File: config.mk
export PLATFORM = sky130hd
export DESIGN_NAME = apr_top
export DESIGN_NICKNAME = d
export VERILOG_FILES = /design/src/apr_pkg.sv /design/src/apr_axil_if.sv /design/src/apr_pin_sync.sv /design/src/apr_top.sv
export VERILOG_INCLUDE_DIRS = /design/src /design/src/src
export SDC_FILE = /design/constraint.sdc
export NUM_CORES = 1
export LEC_CHECK = 0
export ABC_AREA = 1
export BUFFER_PORTS_ARGS = -buffer_cell sky130_fd_sc_hd__buf_2
export CELL_PAD_IN_SITES_DETAIL_PLACEMENT = 2
export CELL_PAD_IN_SITES_GLOBAL_PLACEMENT = 2
export CORE_ASPECT_RATIO = 1.4
export CORE_MARGIN = 2
export CORE_UTILIZATION = 33
export CTS_CLUSTER_DIAMETER = 100
export CTS_CLUSTER_SIZE = 14
export DETAILED_ROUTE_END_ITERATION = 8
export PLACE_DENSITY = 0.86
export REMOVE_ABC_BUFFERS = 1
export SYNTH_ARGS = -nofsm -noshare
export SYNTH_HDL_FRONTEND = slang
export SYNTH_HIERARCHICAL = 1
export SYNTH_SLANG_ARGS = --single-unit
File: constraint.sdc
create_clock -name aclk -period 3.4 [get_ports aclk]
set_input_delay 0.17 -clock aclk [delete_from_list [all_inputs] [get_ports aclk]]
set_output_delay 0.17 -clock aclk [all_outputs]
set_load 0.05 [all_outputs]
File: src/apr_defines.svh
// register map, field positions and reset values of the audio port router
`ifndef APR_DEFINES_SVH
`define APR_DEFINES_SVH
// register indices, byte address is four times the index
`define APR_IDX_ROUTE 14'h0006
`define APR_IDX_CTL2 14'h0311
`define APR_IDX_PULL_BCLK 14'h0702
`define APR_IDX_PULL_FCLK 14'h0703
`define APR_IDX_PULL_RXD 14'h0704
`define APR_IDX_ENA 14'h0800
`define APR_IDX_STAT 14'h0801
// routing control fields
`define APR_P1RX_SRC_BIT 0
`define APR_P2RX_SRC_BIT 1
`define APR_P2TX_SRC_BIT 2
`define APR_P3TX_SRC_LSB 3
`define APR_TRI_BIT 5
`define APR_P2IN_SEL_LSB 7
`define APR_MONO_SRC_LSB 9
// port two control two
`define APR_LOOP_BIT 0
// pull control
`define APR_PU_BIT 14
`define APR_PD_BIT 13
// path enable register
`define APR_LIN_EN_BIT 0
`define APR_RIN_EN_BIT 1
`define APR_LOUT_EN_BIT 2
`define APR_ROUT_EN_BIT 3
`define APR_LTX_EN_BIT 4
`define APR_RTX_EN_BIT 5
`define APR_FMT_LSB 6
// reset values
`define APR_ROUTE_RST 16'h0000
`define APR_CTL2_RST 16'h4000
`define APR_PULL_RST 16'h2000
`define APR_ENA_RST 16'h0080
// bus answers
`define APR_RESP_OKAY 2'h0
`define APR_RESP_SLVERR 2'h2
`endif

File: src/apr_pkg.sv
// encodings of the audio port router selects
package apr_pkg;
    typedef enum logic [1:0] {
        APR_MONO_NONE = 2'h0,
        APR_MONO_LEFT = 2'h1,
        APR_MONO_RIGHT = 2'h2,
        APR_MONO_RSVD = 2'h3
    } apr_mono_src_t;
    typedef enum logic [1:0] {
        APR_IN_BOTH_P2 = 2'h0,
        APR_IN_RIGHT_P3 = 2'h1,
        APR_IN_LEFT_P3 = 2'h2,
        APR_IN_RSVD = 2'h3
    } apr_in_sel_t;
    typedef enum logic [1:0] {
        APR_P3TX_P1 = 2'h0,
        APR_P3TX_P2 = 2'h1,
        APR_P3TX_P2RX = 2'h2,
        APR_P3TX_MONO = 2'h3
    } apr_p3tx_src_t;
    typedef enum logic [1:0] {
        APR_FMT_RJ = 2'h0,
        APR_FMT_LJ = 2'h1,
        APR_FMT_I2S = 2'h2,
        APR_FMT_DSP = 2'h3
    } apr_fmt_t;
endpackage : apr_pkg

File: src/apr_axil_if.sv
// axi4-lite slave handshake, register access goes to the parent
`timescale 1ns/10ps
`default_nettype none
`include "apr_defines.svh"
module apr_axil_if #(
    parameter int ADDR_W = 16
) (
    // clock and reset
    input wire logic aclk,
    input wire logic aresetn,
    // write address, data and response
    input wire logic [ADDR_W-1:0] s_axi_awaddr,
    input wire logic s_axi_awvalid,
    output logic s_axi_awready,
    input wire logic [31:0] s_axi_wdata,
    input wire logic [3:0] s_axi_wstrb,
    input wire logic s_axi_wvalid,
    output logic s_axi_wready,
    output logic [1:0] s_axi_bresp,
    output logic s_axi_bvalid,
    input wire logic s_axi_bready,
    // read
    input wire logic [ADDR_W-1:0] s_axi_araddr,
    input wire logic s_axi_arvalid,
    output logic s_axi_arready,
    output logic [31:0] s_axi_rdata,
    output logic [1:0] s_axi_rresp,
    output logic s_axi_rvalid,
    input wire logic s_axi_rready,
    // register side
    output logic wr_en,
    output logic [ADDR_W-1:0] wr_addr,
    output logic [31:0] wr_data,
    output logic [3:0] wr_strb,
    input wire logic wr_err,
    output logic [ADDR_W-1:0] rd_addr,
    input wire logic [31:0] rd_data,
    input wire logic rd_err
);
    if (ADDR_W < 16) begin : g_bad_addr_w
        $error("apr_axil_if: ADDR_W too small for the map");
    end
    logic awready_reg, wready_reg, bvalid_reg, arready_reg, rvalid_reg;
    logic [1:0] bresp_reg, rresp_reg;
    logic [31:0] rdata_reg, wdata_reg;
    logic [3:0] wstrb_reg;
    logic [ADDR_W-1:0] awaddr_reg;
    wire aw_hs = s_axi_awvalid & awready_reg;
    wire w_hs = s_axi_wvalid & wready_reg;
    wire ar_hs = s_axi_arvalid & arready_reg;
    // write happens once address and data are both held
    assign wr_en = ~awready_reg & ~wready_reg & ~bvalid_reg;
    assign wr_addr = awaddr_reg;
    assign wr_data = wdata_reg;
    assign wr_strb = wstrb_reg;
    assign rd_addr = s_axi_araddr;
    always_ff @(posedge aclk) begin
        if (!aresetn) begin
            awready_reg <= 1'b1;
            wready_reg <= 1'b1;
            bvalid_reg <= 1'b0;
            bresp_reg <= `APR_RESP_OKAY;
            awaddr_reg <= '0;
            wdata_reg <= 32'h0000_0000;
            wstrb_reg <= 4'h0;
        end else begin
            if (aw_hs) begin
                awready_reg <= 1'b0;
                awaddr_reg <= s_axi_awaddr;
            end
            if (w_hs) begin
                wready_reg <= 1'b0;
                wdata_reg <= s_axi_wdata;
                wstrb_reg <= s_axi_wstrb;
            end
            if (wr_en) begin
                bvalid_reg <= 1'b1;
                bresp_reg <= wr_err ? `APR_RESP_SLVERR : `APR_RESP_OKAY;
            end else if (bvalid_reg && s_axi_bready) begin
                bvalid_reg <= 1'b0;
                awready_reg <= 1'b1;
                wready_reg <= 1'b1;
            end
        end
    end
    always_ff @(posedge aclk) begin
        if (!aresetn) begin
            arready_reg <= 1'b1;
            rvalid_reg <= 1'b0;
            rdata_reg <= 32'h0000_0000;
            rresp_reg <= `APR_RESP_OKAY;
        end else if (ar_hs) begin
            arready_reg <= 1'b0;
            rvalid_reg <= 1'b1;
            rdata_reg <= rd_data;
            rresp_reg <= rd_err ? `APR_RESP_SLVERR : `APR_RESP_OKAY;
        end else if (rvalid_reg && s_axi_rready) begin
            rvalid_reg <= 1'b0;
            arready_reg <= 1'b1;
        end
    end
    assign s_axi_awready = awready_reg;
    assign s_axi_wready = wready_reg;
    assign s_axi_bvalid = bvalid_reg;
    assign s_axi_bresp = bresp_reg;
    assign s_axi_arready = arready_reg;
    assign s_axi_rvalid = rvalid_reg;
    assign s_axi_rdata = rdata_reg;
    assign s_axi_rresp = rresp_reg;
endmodule : apr_axil_if
`default_nettype wire

File: src/apr_pin_sync.sv
// three-stage pin synchroniser, output moves when stages two and three agree
`timescale 1ns/10ps
`default_nettype none
module apr_pin_sync #(
    parameter int WIDTH = 1
) (
    // clock and reset
    input wire logic aclk,
    input wire logic aresetn,
    // pins and result
    input wire logic [WIDTH-1:0] pin,
    output logic [WIDTH-1:0] q
);
    if (WIDTH < 1) begin : g_bad_width
        $error("apr_pin_sync: WIDTH must be at least 1");
    end
    logic [WIDTH-1:0] s1_reg;
    logic [WIDTH-1:0] s2_reg;
    logic [WIDTH-1:0] s3_reg;
    logic [WIDTH-1:0] q_reg;
    logic [WIDTH-1:0] q_next;
    genvar i;
    generate
        for (i = 0; i < WIDTH; i++) begin : g_bit
            assign q_next[i] = (s2_reg[i] == s3_reg[i]) ? s3_reg[i] : q_reg[i];
        end
    endgenerate
    always_ff @(posedge aclk) begin
        if (!aresetn) begin
            s1_reg <= '0;
            s2_reg <= '0;
            s3_reg <= '0;
            q_reg <= '0;
        end else begin
            s1_reg <= pin;
            s2_reg <= s1_reg;
            s3_reg <= s2_reg;
            q_reg <= q_next;
        end
    end
    assign q = q_reg;
endmodule : apr_pin_sync
`default_nettype wire

File: src/apr_top.sv
// routing, loopback and pin control of audio ports one to three
`timescale 1ns/10ps
`default_nettype none
`include "apr_defines.svh"
module apr_top #(
    parameter int ADDR_W = 16
) (
    // clock and reset
    input wire logic aclk,
    input wire logic aresetn,
    // axi4-lite write
    input wire logic [ADDR_W-1:0] s_axi_awaddr,
    input wire logic s_axi_awvalid,
    output logic s_axi_awready,
    input wire logic [31:0] s_axi_wdata,
    input wire logic [3:0] s_axi_wstrb,
    input wire logic s_axi_wvalid,
    output logic s_axi_wready,
    output logic [1:0] s_axi_bresp,
    output logic s_axi_bvalid,
    input wire logic s_axi_bready,
    // axi4-lite read
    input wire logic [ADDR_W-1:0] s_axi_araddr,
    input wire logic s_axi_arvalid,
    output logic s_axi_arready,
    output logic [31:0] s_axi_rdata,
    output logic [1:0] s_axi_rresp,
    output logic s_axi_rvalid,
    input wire logic s_axi_rready,
    // serial pins from the far processors
    input wire logic port_one_rx_data,
    input wire logic port_two_rx_data,
    input wire logic port_two_frame_clock,
    input wire logic port_two_bit_clock,
    input wire logic port_three_rx_data,
    // shared pin function from the pin mux
    input wire logic shared_pin_eight_audio,
    input wire logic shared_pin_nine_audio,
    // serial streams from the core
    input wire logic core_port_one_tx,
    input wire logic core_port_two_tx,
    input wire logic core_port_two_left_out,
    input wire logic core_port_two_right_out,
    // serial streams to the core and the port-three format
    output logic core_port_one_rx,
    output logic core_port_two_left_in,
    output logic core_port_two_right_in,
    output logic [1:0] port_three_format,
    // transmit pins
    output logic port_two_tx_data,
    output logic port_three_tx_data_o,
    output logic port_three_tx_data_oe,
    // pulls, index 0 bit clock, 1 frame clock, 2 receive data
    output logic [2:0] pin_pullup_en,
    output logic [2:0] pin_pulldown_en
);
    // index decode takes byte address bits 15:2
    if (ADDR_W < 16) begin : g_bad_addr_w
        $error("apr_top: ADDR_W must be at least 16");
    end
    // ==========================================================
    // register bus
    // ==========================================================
    logic wr_en, wr_err, rd_err;
    logic [ADDR_W-1:0] wr_addr, rd_addr;
    logic [31:0] wr_data, rd_data;
    logic [3:0] wr_strb;
    apr_axil_if #(.ADDR_W(ADDR_W)) u_bus (
        .aclk(aclk),
        .aresetn(aresetn),
        .s_axi_awaddr(s_axi_awaddr),
        .s_axi_awvalid(s_axi_awvalid),
        .s_axi_awready(s_axi_awready),
        .s_axi_wdata(s_axi_wdata),
        .s_axi_wstrb(s_axi_wstrb),
        .s_axi_wvalid(s_axi_wvalid),
        .s_axi_wready(s_axi_wready),
        .s_axi_bresp(s_axi_bresp),
        .s_axi_bvalid(s_axi_bvalid),
        .s_axi_bready(s_axi_bready),
        .s_axi_araddr(s_axi_araddr),
        .s_axi_arvalid(s_axi_arvalid),
        .s_axi_arready(s_axi_arready),
        .s_axi_rdata(s_axi_rdata),
        .s_axi_rresp(s_axi_rresp),
        .s_axi_rvalid(s_axi_rvalid),
        .s_axi_rready(s_axi_rready),
        .wr_en(wr_en),
        .wr_addr(wr_addr),
        .wr_data(wr_data),
        .wr_strb(wr_strb),
        .wr_err(wr_err),
        .rd_addr(rd_addr),
        .rd_data(rd_data),
        .rd_err(rd_err)
    );

    // ==========================================================
    // address decode
    // ==========================================================
    wire [13:0] wr_idx = wr_addr[15:2];
    wire [13:0] rd_idx = rd_addr[15:2];
    // upper address bits above the map must be zero
    wire wr_aligned = (wr_addr[1:0] == 2'h0) && ((wr_addr >> 16) == '0);
    wire rd_aligned = (rd_addr[1:0] == 2'h0) && ((rd_addr >> 16) == '0);
    wire wr_route = wr_aligned && (wr_idx == `APR_IDX_ROUTE);
    wire wr_ctl2 = wr_aligned && (wr_idx == `APR_IDX_CTL2);
    wire wr_ena = wr_aligned && (wr_idx == `APR_IDX_ENA);
    wire [2:0] wr_pull;
    assign wr_pull[0] = wr_aligned && (wr_idx == `APR_IDX_PULL_BCLK);
    assign wr_pull[1] = wr_aligned && (wr_idx == `APR_IDX_PULL_FCLK);
    assign wr_pull[2] = wr_aligned && (wr_idx == `APR_IDX_PULL_RXD);
    assign wr_err = ~(wr_route | wr_ctl2 | wr_ena | (|wr_pull));
    wire [15:0] wmask = {{8{wr_strb[1]}}, {8{wr_strb[0]}}};

    // ==========================================================
    // control registers
    // ==========================================================
    logic [15:0] route_reg, ctl2_reg, ena_reg;
    logic [15:0] pull_reg [3];
    wire [15:0] route_next = (route_reg & ~wmask) | (wr_data[15:0] & wmask);
    wire [15:0] ctl2_next = (ctl2_reg & ~wmask) | (wr_data[15:0] & wmask);
    wire [15:0] ena_next = (ena_reg & ~wmask) | (wr_data[15:0] & wmask);
    always_ff @(posedge aclk) begin
        if (!aresetn) begin
            route_reg <= `APR_ROUTE_RST;
            ctl2_reg <= `APR_CTL2_RST;
            ena_reg <= `APR_ENA_RST;
        end else if (wr_en) begin
            if (wr_route) route_reg <= route_next;
            if (wr_ctl2) ctl2_reg <= ctl2_next;
            if (wr_ena) ena_reg <= ena_next;
        end
    end
    genvar p;
    generate
        for (p = 0; p < 3; p++) begin : g_pull
            logic pu, pd;
            always_ff @(posedge aclk) begin
                if (!aresetn) begin
                    pull_reg[p] <= `APR_PULL_RST;
                end else if (wr_en && wr_pull[p]) begin
                    pull_reg[p] <= (pull_reg[p] & ~wmask) | (wr_data[15:0] & wmask);
                end
            end
            assign pu = pull_reg[p][`APR_PU_BIT];
            assign pd = pull_reg[p][`APR_PD_BIT];
            always_ff @(posedge aclk) begin
                if (!aresetn) begin
                    pin_pullup_en[p] <= 1'b0;
                    pin_pulldown_en[p] <= 1'b1;
                end else begin
                    pin_pullup_en[p] <= pu & ~pd;
                    pin_pulldown_en[p] <= pd & ~pu;
                end
            end
        end
    endgenerate

    // ==========================================================
    // control fields
    // ==========================================================
    wire p1rx_sel = route_reg[`APR_P1RX_SRC_BIT];
    wire p2rx_sel = route_reg[`APR_P2RX_SRC_BIT];
    wire p2tx_sel = route_reg[`APR_P2TX_SRC_BIT];
    wire tri_en = route_reg[`APR_TRI_BIT];
    wire loop_en = ctl2_reg[`APR_LOOP_BIT];
    apr_pkg::apr_p3tx_src_t p3tx_sel;
    apr_pkg::apr_in_sel_t in_sel;
    apr_pkg::apr_mono_src_t mono_sel;
    apr_pkg::apr_fmt_t fmt;
    assign p3tx_sel = apr_pkg::apr_p3tx_src_t'(route_reg[`APR_P3TX_SRC_LSB +: 2]);
    assign in_sel = apr_pkg::apr_in_sel_t'(route_reg[`APR_P2IN_SEL_LSB +: 2]);
    assign mono_sel = apr_pkg::apr_mono_src_t'(route_reg[`APR_MONO_SRC_LSB +: 2]);
    assign fmt = apr_pkg::apr_fmt_t'(ena_reg[`APR_FMT_LSB +: 2]);

    // ==========================================================
    // pin synchronisers
    // ==========================================================
    logic [4:0] pins_sync;
    apr_pin_sync #(.WIDTH(5)) u_sync (
        .aclk(aclk),
        .aresetn(aresetn),
        .pin({port_three_rx_data, port_two_bit_clock, port_two_frame_clock,
              port_two_rx_data, port_one_rx_data}),
        .q(pins_sync)
    );
    wire p1_rx_pin = pins_sync[0];
    wire p2_rx_pin = pins_sync[1];
    wire p2_fclk = pins_sync[2];
    // shared pin eight not in audio use reads as silence
    wire p3_rx_pin = pins_sync[4] & shared_pin_eight_audio;

    // ==========================================================
    // data routing
    // ==========================================================
    // left half of the frame depends on the port-three format
    wire left_phase = (fmt == apr_pkg::APR_FMT_I2S) ? ~p2_fclk : p2_fclk;
    wire p2_rx_stream = loop_en ? core_port_two_tx
                      : (p2rx_sel ? p3_rx_pin : p2_rx_pin);
    logic left_in, right_in, mono_out, p3_tx;
    always_comb begin
        unique case (in_sel)
            apr_pkg::APR_IN_BOTH_P2: begin
                left_in = p2_rx_stream;
                right_in = p2_rx_stream;
            end
            apr_pkg::APR_IN_RIGHT_P3: begin
                left_in = p2_rx_stream;
                right_in = p3_rx_pin;
            end
            apr_pkg::APR_IN_LEFT_P3: begin
                left_in = p3_rx_pin;
                right_in = p2_rx_stream;
            end
            apr_pkg::APR_IN_RSVD: begin
                left_in = 1'b0;
                right_in = 1'b0;
            end
        endcase
    end
    always_comb begin
        unique case (mono_sel)
            apr_pkg::APR_MONO_NONE: mono_out = 1'b0;
            apr_pkg::APR_MONO_LEFT: mono_out = core_port_two_left_out;
            apr_pkg::APR_MONO_RIGHT: mono_out = core_port_two_right_out;
            apr_pkg::APR_MONO_RSVD: mono_out = 1'b0;
        endcase
    end
    always_comb begin
        unique case (p3tx_sel)
            apr_pkg::APR_P3TX_P1: p3_tx = core_port_one_tx;
            apr_pkg::APR_P3TX_P2: p3_tx = core_port_two_tx;
            apr_pkg::APR_P3TX_P2RX: p3_tx = p2_rx_pin;
            apr_pkg::APR_P3TX_MONO: p3_tx = mono_out;
        endcase
    end
    // transmit gated per channel half
    wire tx_on = left_phase ? ena_reg[`APR_LTX_EN_BIT] : ena_reg[`APR_RTX_EN_BIT];
    wire p2_tx_next = p2tx_sel ? p3_rx_pin
                    : (core_port_two_tx & tx_on);
    wire p3_drive = shared_pin_nine_audio & ~tri_en;

    // ==========================================================
    // output registers
    // ==========================================================
    always_ff @(posedge aclk) begin
        if (!aresetn) begin
            core_port_one_rx <= 1'b0;
            core_port_two_left_in <= 1'b0;
            core_port_two_right_in <= 1'b0;
            port_two_tx_data <= 1'b0;
            port_three_tx_data_o <= 1'b0;
            port_three_tx_data_oe <= 1'b0;
            port_three_format <= 2'h2;
        end else begin
            core_port_one_rx <= p1rx_sel ? p3_rx_pin : p1_rx_pin;
            core_port_two_left_in <= left_in & ena_reg[`APR_LIN_EN_BIT];
            core_port_two_right_in <= right_in & ena_reg[`APR_RIN_EN_BIT];
            port_two_tx_data <= p2_tx_next;
            port_three_tx_data_o <= p3_tx & p3_drive;
            port_three_tx_data_oe <= p3_drive;
            port_three_format <= fmt;
        end
    end

    // ==========================================================
    // read decode
    // ==========================================================
    wire [15:0] stat = {10'h000, port_three_tx_data_oe, pins_sync};
    logic [15:0] rd_val;
    logic rd_hit;
    always_comb begin
        rd_val = 16'h0000;
        rd_hit = rd_aligned;
        unique case (rd_idx)
            `APR_IDX_ROUTE: rd_val = route_reg;
            `APR_IDX_CTL2: rd_val = ctl2_reg;
            `APR_IDX_PULL_BCLK: rd_val = pull_reg[0];
            `APR_IDX_PULL_FCLK: rd_val = pull_reg[1];
            `APR_IDX_PULL_RXD: rd_val = pull_reg[2];
            `APR_IDX_ENA: rd_val = ena_reg;
            `APR_IDX_STAT: rd_val = stat;
            default: rd_hit = 1'b0;
        endcase
        if (!rd_hit) begin
            rd_val = 16'h0000;
        end
    end
    assign rd_data = {16'h0000, rd_val};
    assign rd_err = ~rd_hit;
endmodule : apr_top
`default_nettype wire

* After elaboration in Yosys (flattened, before gate mapping)
Memories as Yosys holds them, arrays and structs flattened.
Index checks and enable logic that the tools add are counted.
** Word-level totals
- Flip-flop bits (word level) :: 141
- Memory bits (writable) :: 48
- Input bits :: 86
- Output and inout bits :: 55
- Memories :: 1
** Operators by class
- Equality and inequality tests :: 28
- Multiplexer cells :: 40
- Bitwise operators :: 48
- Reduce and logical (&&, ||, !) cells :: 26
** Memories
- pull_reg :: words 3, width 16, read ports 3, clocked after memory_dff 0, wr ports 3, line apr_top.sv:120 : logic [15:0] pull_reg [3];
** Operators with widths (count)
- $and 16x16->16 :: 7
- $pmux 16 s7 :: 1
- $or 16x16->16 :: 6
- $eq 14x11->1 const B :: 6
- $mux 16 :: 4
- $eq 14x12->1 const B :: 3
- $mux 1 :: 29
- $eq 14x10->1 const B :: 2
- $eq 14x3->1 const B :: 2
- $and 1x1->1 :: 17
- $not 16->16 :: 1
- $eq 2x2->1 const B :: 7
- $logic_and 1x1->1 :: 11
- $not 1->1 :: 11
- $logic_not 2->1 :: 5
- $pmux 1 s3 :: 3
- $reduce_or 7->1 :: 1
- $eq 2x1->1 const B :: 3
- $or 1x1->1 :: 6
- $reduce_and 2->1 :: 3
- $reduce_or 2->1 :: 3
- $eq 1x1->1 :: 5
- $mux 2 :: 2
- $pmux 1 s4 :: 1
- 2 further kinds :: 3

* Longest topological paths before layout
- Word-level depth :: 8
- Depth in mapped cells :: 14
- Mapped depth without buffers :: 12

* By module
The synthesis kept the hierarchy.
** Modules (own cells, without submodules)
- apr_top :: times used 1, cells an instance 885, area an instance 6246.0 µm², seq. area each 2682.6 µm²
- apr_axil_if :: times used 1, cells an instance 420, area an instance 3310.7 µm², seq. area each 1821.7 µm²
- apr_pin_sync :: times used 1, cells an instance 67, area an instance 631.9 µm², seq. area each 400.4 µm²

* Least setup slack after synthesis
No wires, ideal clock.
- Path kind :: register to register
- Start point :: register u_bus.wready_reg, in the netlist u_bus/s_axi_wready
- End point :: memory pull_reg[1][0], enable pin
- Setup time :: 0.411 ns
- Arrival :: 2.432 ns
- Setup slack :: 0.557 ns
- Cell stages (with the launch flop) :: 7
- Buffers on the path :: 1
- Period minus slack after synthesis :: 2.843 ns
- Cell sequence :: dfxtp_1 nor2_1 nand2_1 inv_1 clkbuf_1 inv_1 o21ai_0
** RTL lines
- from (decl) :: line apr_axil_if.sv:43 : logic awready_reg, wready_reg, bvalid_reg, arready_reg, rvalid_reg;
- from (signal assigned) :: line apr_axil_if.sv:60 : wready_reg <= 1'b1;
- from (signal assigned) :: line apr_axil_if.sv:72 : wready_reg <= 1'b0;
- from (signal assigned) :: line apr_axil_if.sv:82 : wready_reg <= 1'b1;
- to (decl) :: line apr_top.sv:120

==> flow_summary.json <==
{
  "die_x_um": 148,
  "antenna_found_initial": 0,
  "die_h_um": 206,
  "place_area_um2": 10400,
  "clock_latency_ns": 0.49,
  "vias": 9179,
  "cts_resized": 0,
  "cts_buffers": 18,
  "setup-violations-final": 0,
  "final_hold_viol_count": 0,
  "port_buffers": 120,
  "clockBufferDepth": 3,
  "drv_slew": 0,
  "grt_overflow": 0,
  "maxCapViolCount": 0,
  "worst_slew_pin_slew_ns": 0.796,
  "dr.max_layer_used": "met4",
  "cp.arrival_ns": 2.70,
  "num-fill-cells": 3336,
  "netlist_area_um2": 9590,
  "drive_gt1_frac": 0.151,
  "num_rows": 73,
  "rsz0062_at_grt": "no",
  "grt_pass1_vias": 10167,
  "crit_fanout": 15,
  "reg2reg_depth": 7,
  "ant_nets": 0,
  "peakVddDrop_uv": 280,
  "post-route-cell-area_um2": 11300,
  "fmax_ghz": 0.421,
  "required_ns": 3.72,
  "routed-wl-met2_mm": 18.6,
  "clock_skew_ns": 0.0150,
  "period_needed_ns": 2.37,
  "gp_congestion": 0.794,
  "drt_iter0_drc": 448,
  "dieArea_um2": 30400,
  "startpoint": "u_bus/s_axi_wready$_SDFF_PN1_",
  "io_pins": 141,
  "route.met3.wl_mm": 1.58,
  "drc": 0,
  "cts_max_level": 1,
  "wl_mm": 34.9,
  "cp-end-kind": "register",
  "hold_start": "s_axi_awaddr[0]",
  "r2r_slack_ns": 1.03,
  "multi_input_area_um2": 4080,
  "power_density_nw_per_um2": 464,
  "synth_cells": 1298,
  "hp-class": "primary input to register",
  "r2r_end": "pull_reg[1][8]$_SDFFCE_PN0P_",
  "grt_pass1_wl_mm": 54.9,
  "clk_pin_slew_ns": 0.07,
  "leakagePower_uw": 0.00509,
  "finalCritPeriodShare": 0.698,
  "syn2layout_area_growth_pct": 18.3,
  "rr_startpoint": "u_bus/s_axi_wready$_SDFF_PN1_",
  "coreArea_um2": 28500,
  "first_pass_iters": 5,
  "viasPerCell": 5.04,
  "hpwl_mm": 22.9,
  "crit_type": "register to register",
  "synth.avg_cell_area_um2": 7.39,
  "layout.nets": 1522,
  "fin_hold_ws_ns": 0.00997,
  "grt_usage": 0.229,
  "yosys_warnings": 6,
  "seq_area_um2": 4540,
  "start_util": 0.336,
  "fin_tns_setup_ns": 0,
  "met1_length_mm": 13.9,
  "cts_tree": "done",
  "wl_per_cell_um": 19.2,
  "slew_headroom": 0.468,
  "antenna_cells": 0,
  "cts_root_buf": "clkbuf_16",
  "endpoint": "pull_reg[1][8]$_SDFFCE_PN0P_",
  "cp-start-kind": "register",
  "grt_max_degree": 53,
  "clkSinkCount": 203,
  "status": "completed"
}
[cell type report]
type | count | share of cell area
inverter | 138 | 0.0461
clock buffer | 29 | 0.0452
clock inverter | 1 | 0.000772
multi-input combinational | 890 | 0.360
tap | 375 | 0.0414
timing repair buffer | 185 | 0.106
sequential | 203 | 0.401
[power by group]
part	internal [uW]	switching [uW]	leakage, uW
clock	1040	946	0.000250
sequential	2560	72.1	0.00175
combinational	186	455	0.00308
total	3780	1470	0.00509
[layer usage]
layer  GRT usage  up-vias
met5           0        -
met3      0.0257       45
met1       0.261     4538
li1            -     4360
met2       0.443      236
met4      0.0660        0
[stage by stage]
step / util / cells / total power [uW] / setup slack [ns]
2_1_floorplan: - / 1231 / 3050 / 0.383
3_3_place_gp: 0.364 / 1747 / 3250 / 1.14
4_1_cts: 0.398 / 1821 / 5300 / 1.04
6_report: 0.398 / 1821 / 5260 / 1.03
5_1_grt: 0.398 / 1821 / 5470 / 0.868
3_5_place_dp: 0.364 / 1747 / 3290 / 1.05
[worst min path at each step]
stage                     slack [ns]                                to  cells past startpoint
after floorplan                 0.24  u_bus/s_axi_arready$_SDFFE_PN1P_                      1
after global placement          0.35       u_sync/s1_reg[0]$_SDFF_PN0_                      3
after detailed placement        0.36       u_sync/s1_reg[1]$_SDFF_PN0_                      3
after CTS                       0.01    u_bus/wr_data[14]$_SDFFE_PN0P_                      3
after global routing            0.03   port_three_tx_data_o$_SDFF_PN0_                      3
final                           0.01     u_bus/wr_addr[0]$_SDFFE_PN0P_                      3
[layout by cell type, fill, tap and decap left out, drive strengths merged, types with 2 or more instances in the layout]
cell	instances
nand3	110
and2	2
inv	137
nand2	198
o211ai	4
nor2	350
clkinv	2
nor3	3
clkbuf	29
o21a	2
nand3b	3
edfxtp	48
o21ai	111
a21oi	57
conb	18
buf	141
dlygate4sd3	44
nand4	25
dfxtp	155
[worst max-delay path, stage by stage (launching register included)]
cell and delay [ns]:
dfxtp_1 0.37, nor2_1 0.21, nand2_1 0.11, inv_1 0.40
inv_1 0.17, nor2_1 0.17, nand2_1 0.49, nor2_1 0.28
[timing repair]
item / in CTS / in global routing
hold buffers: 44 / 0
endpoints found under the hold margin: 42 / 0
setup buffers: 0 / 0
Note: power is estimated with default switching activity, not from simulation.
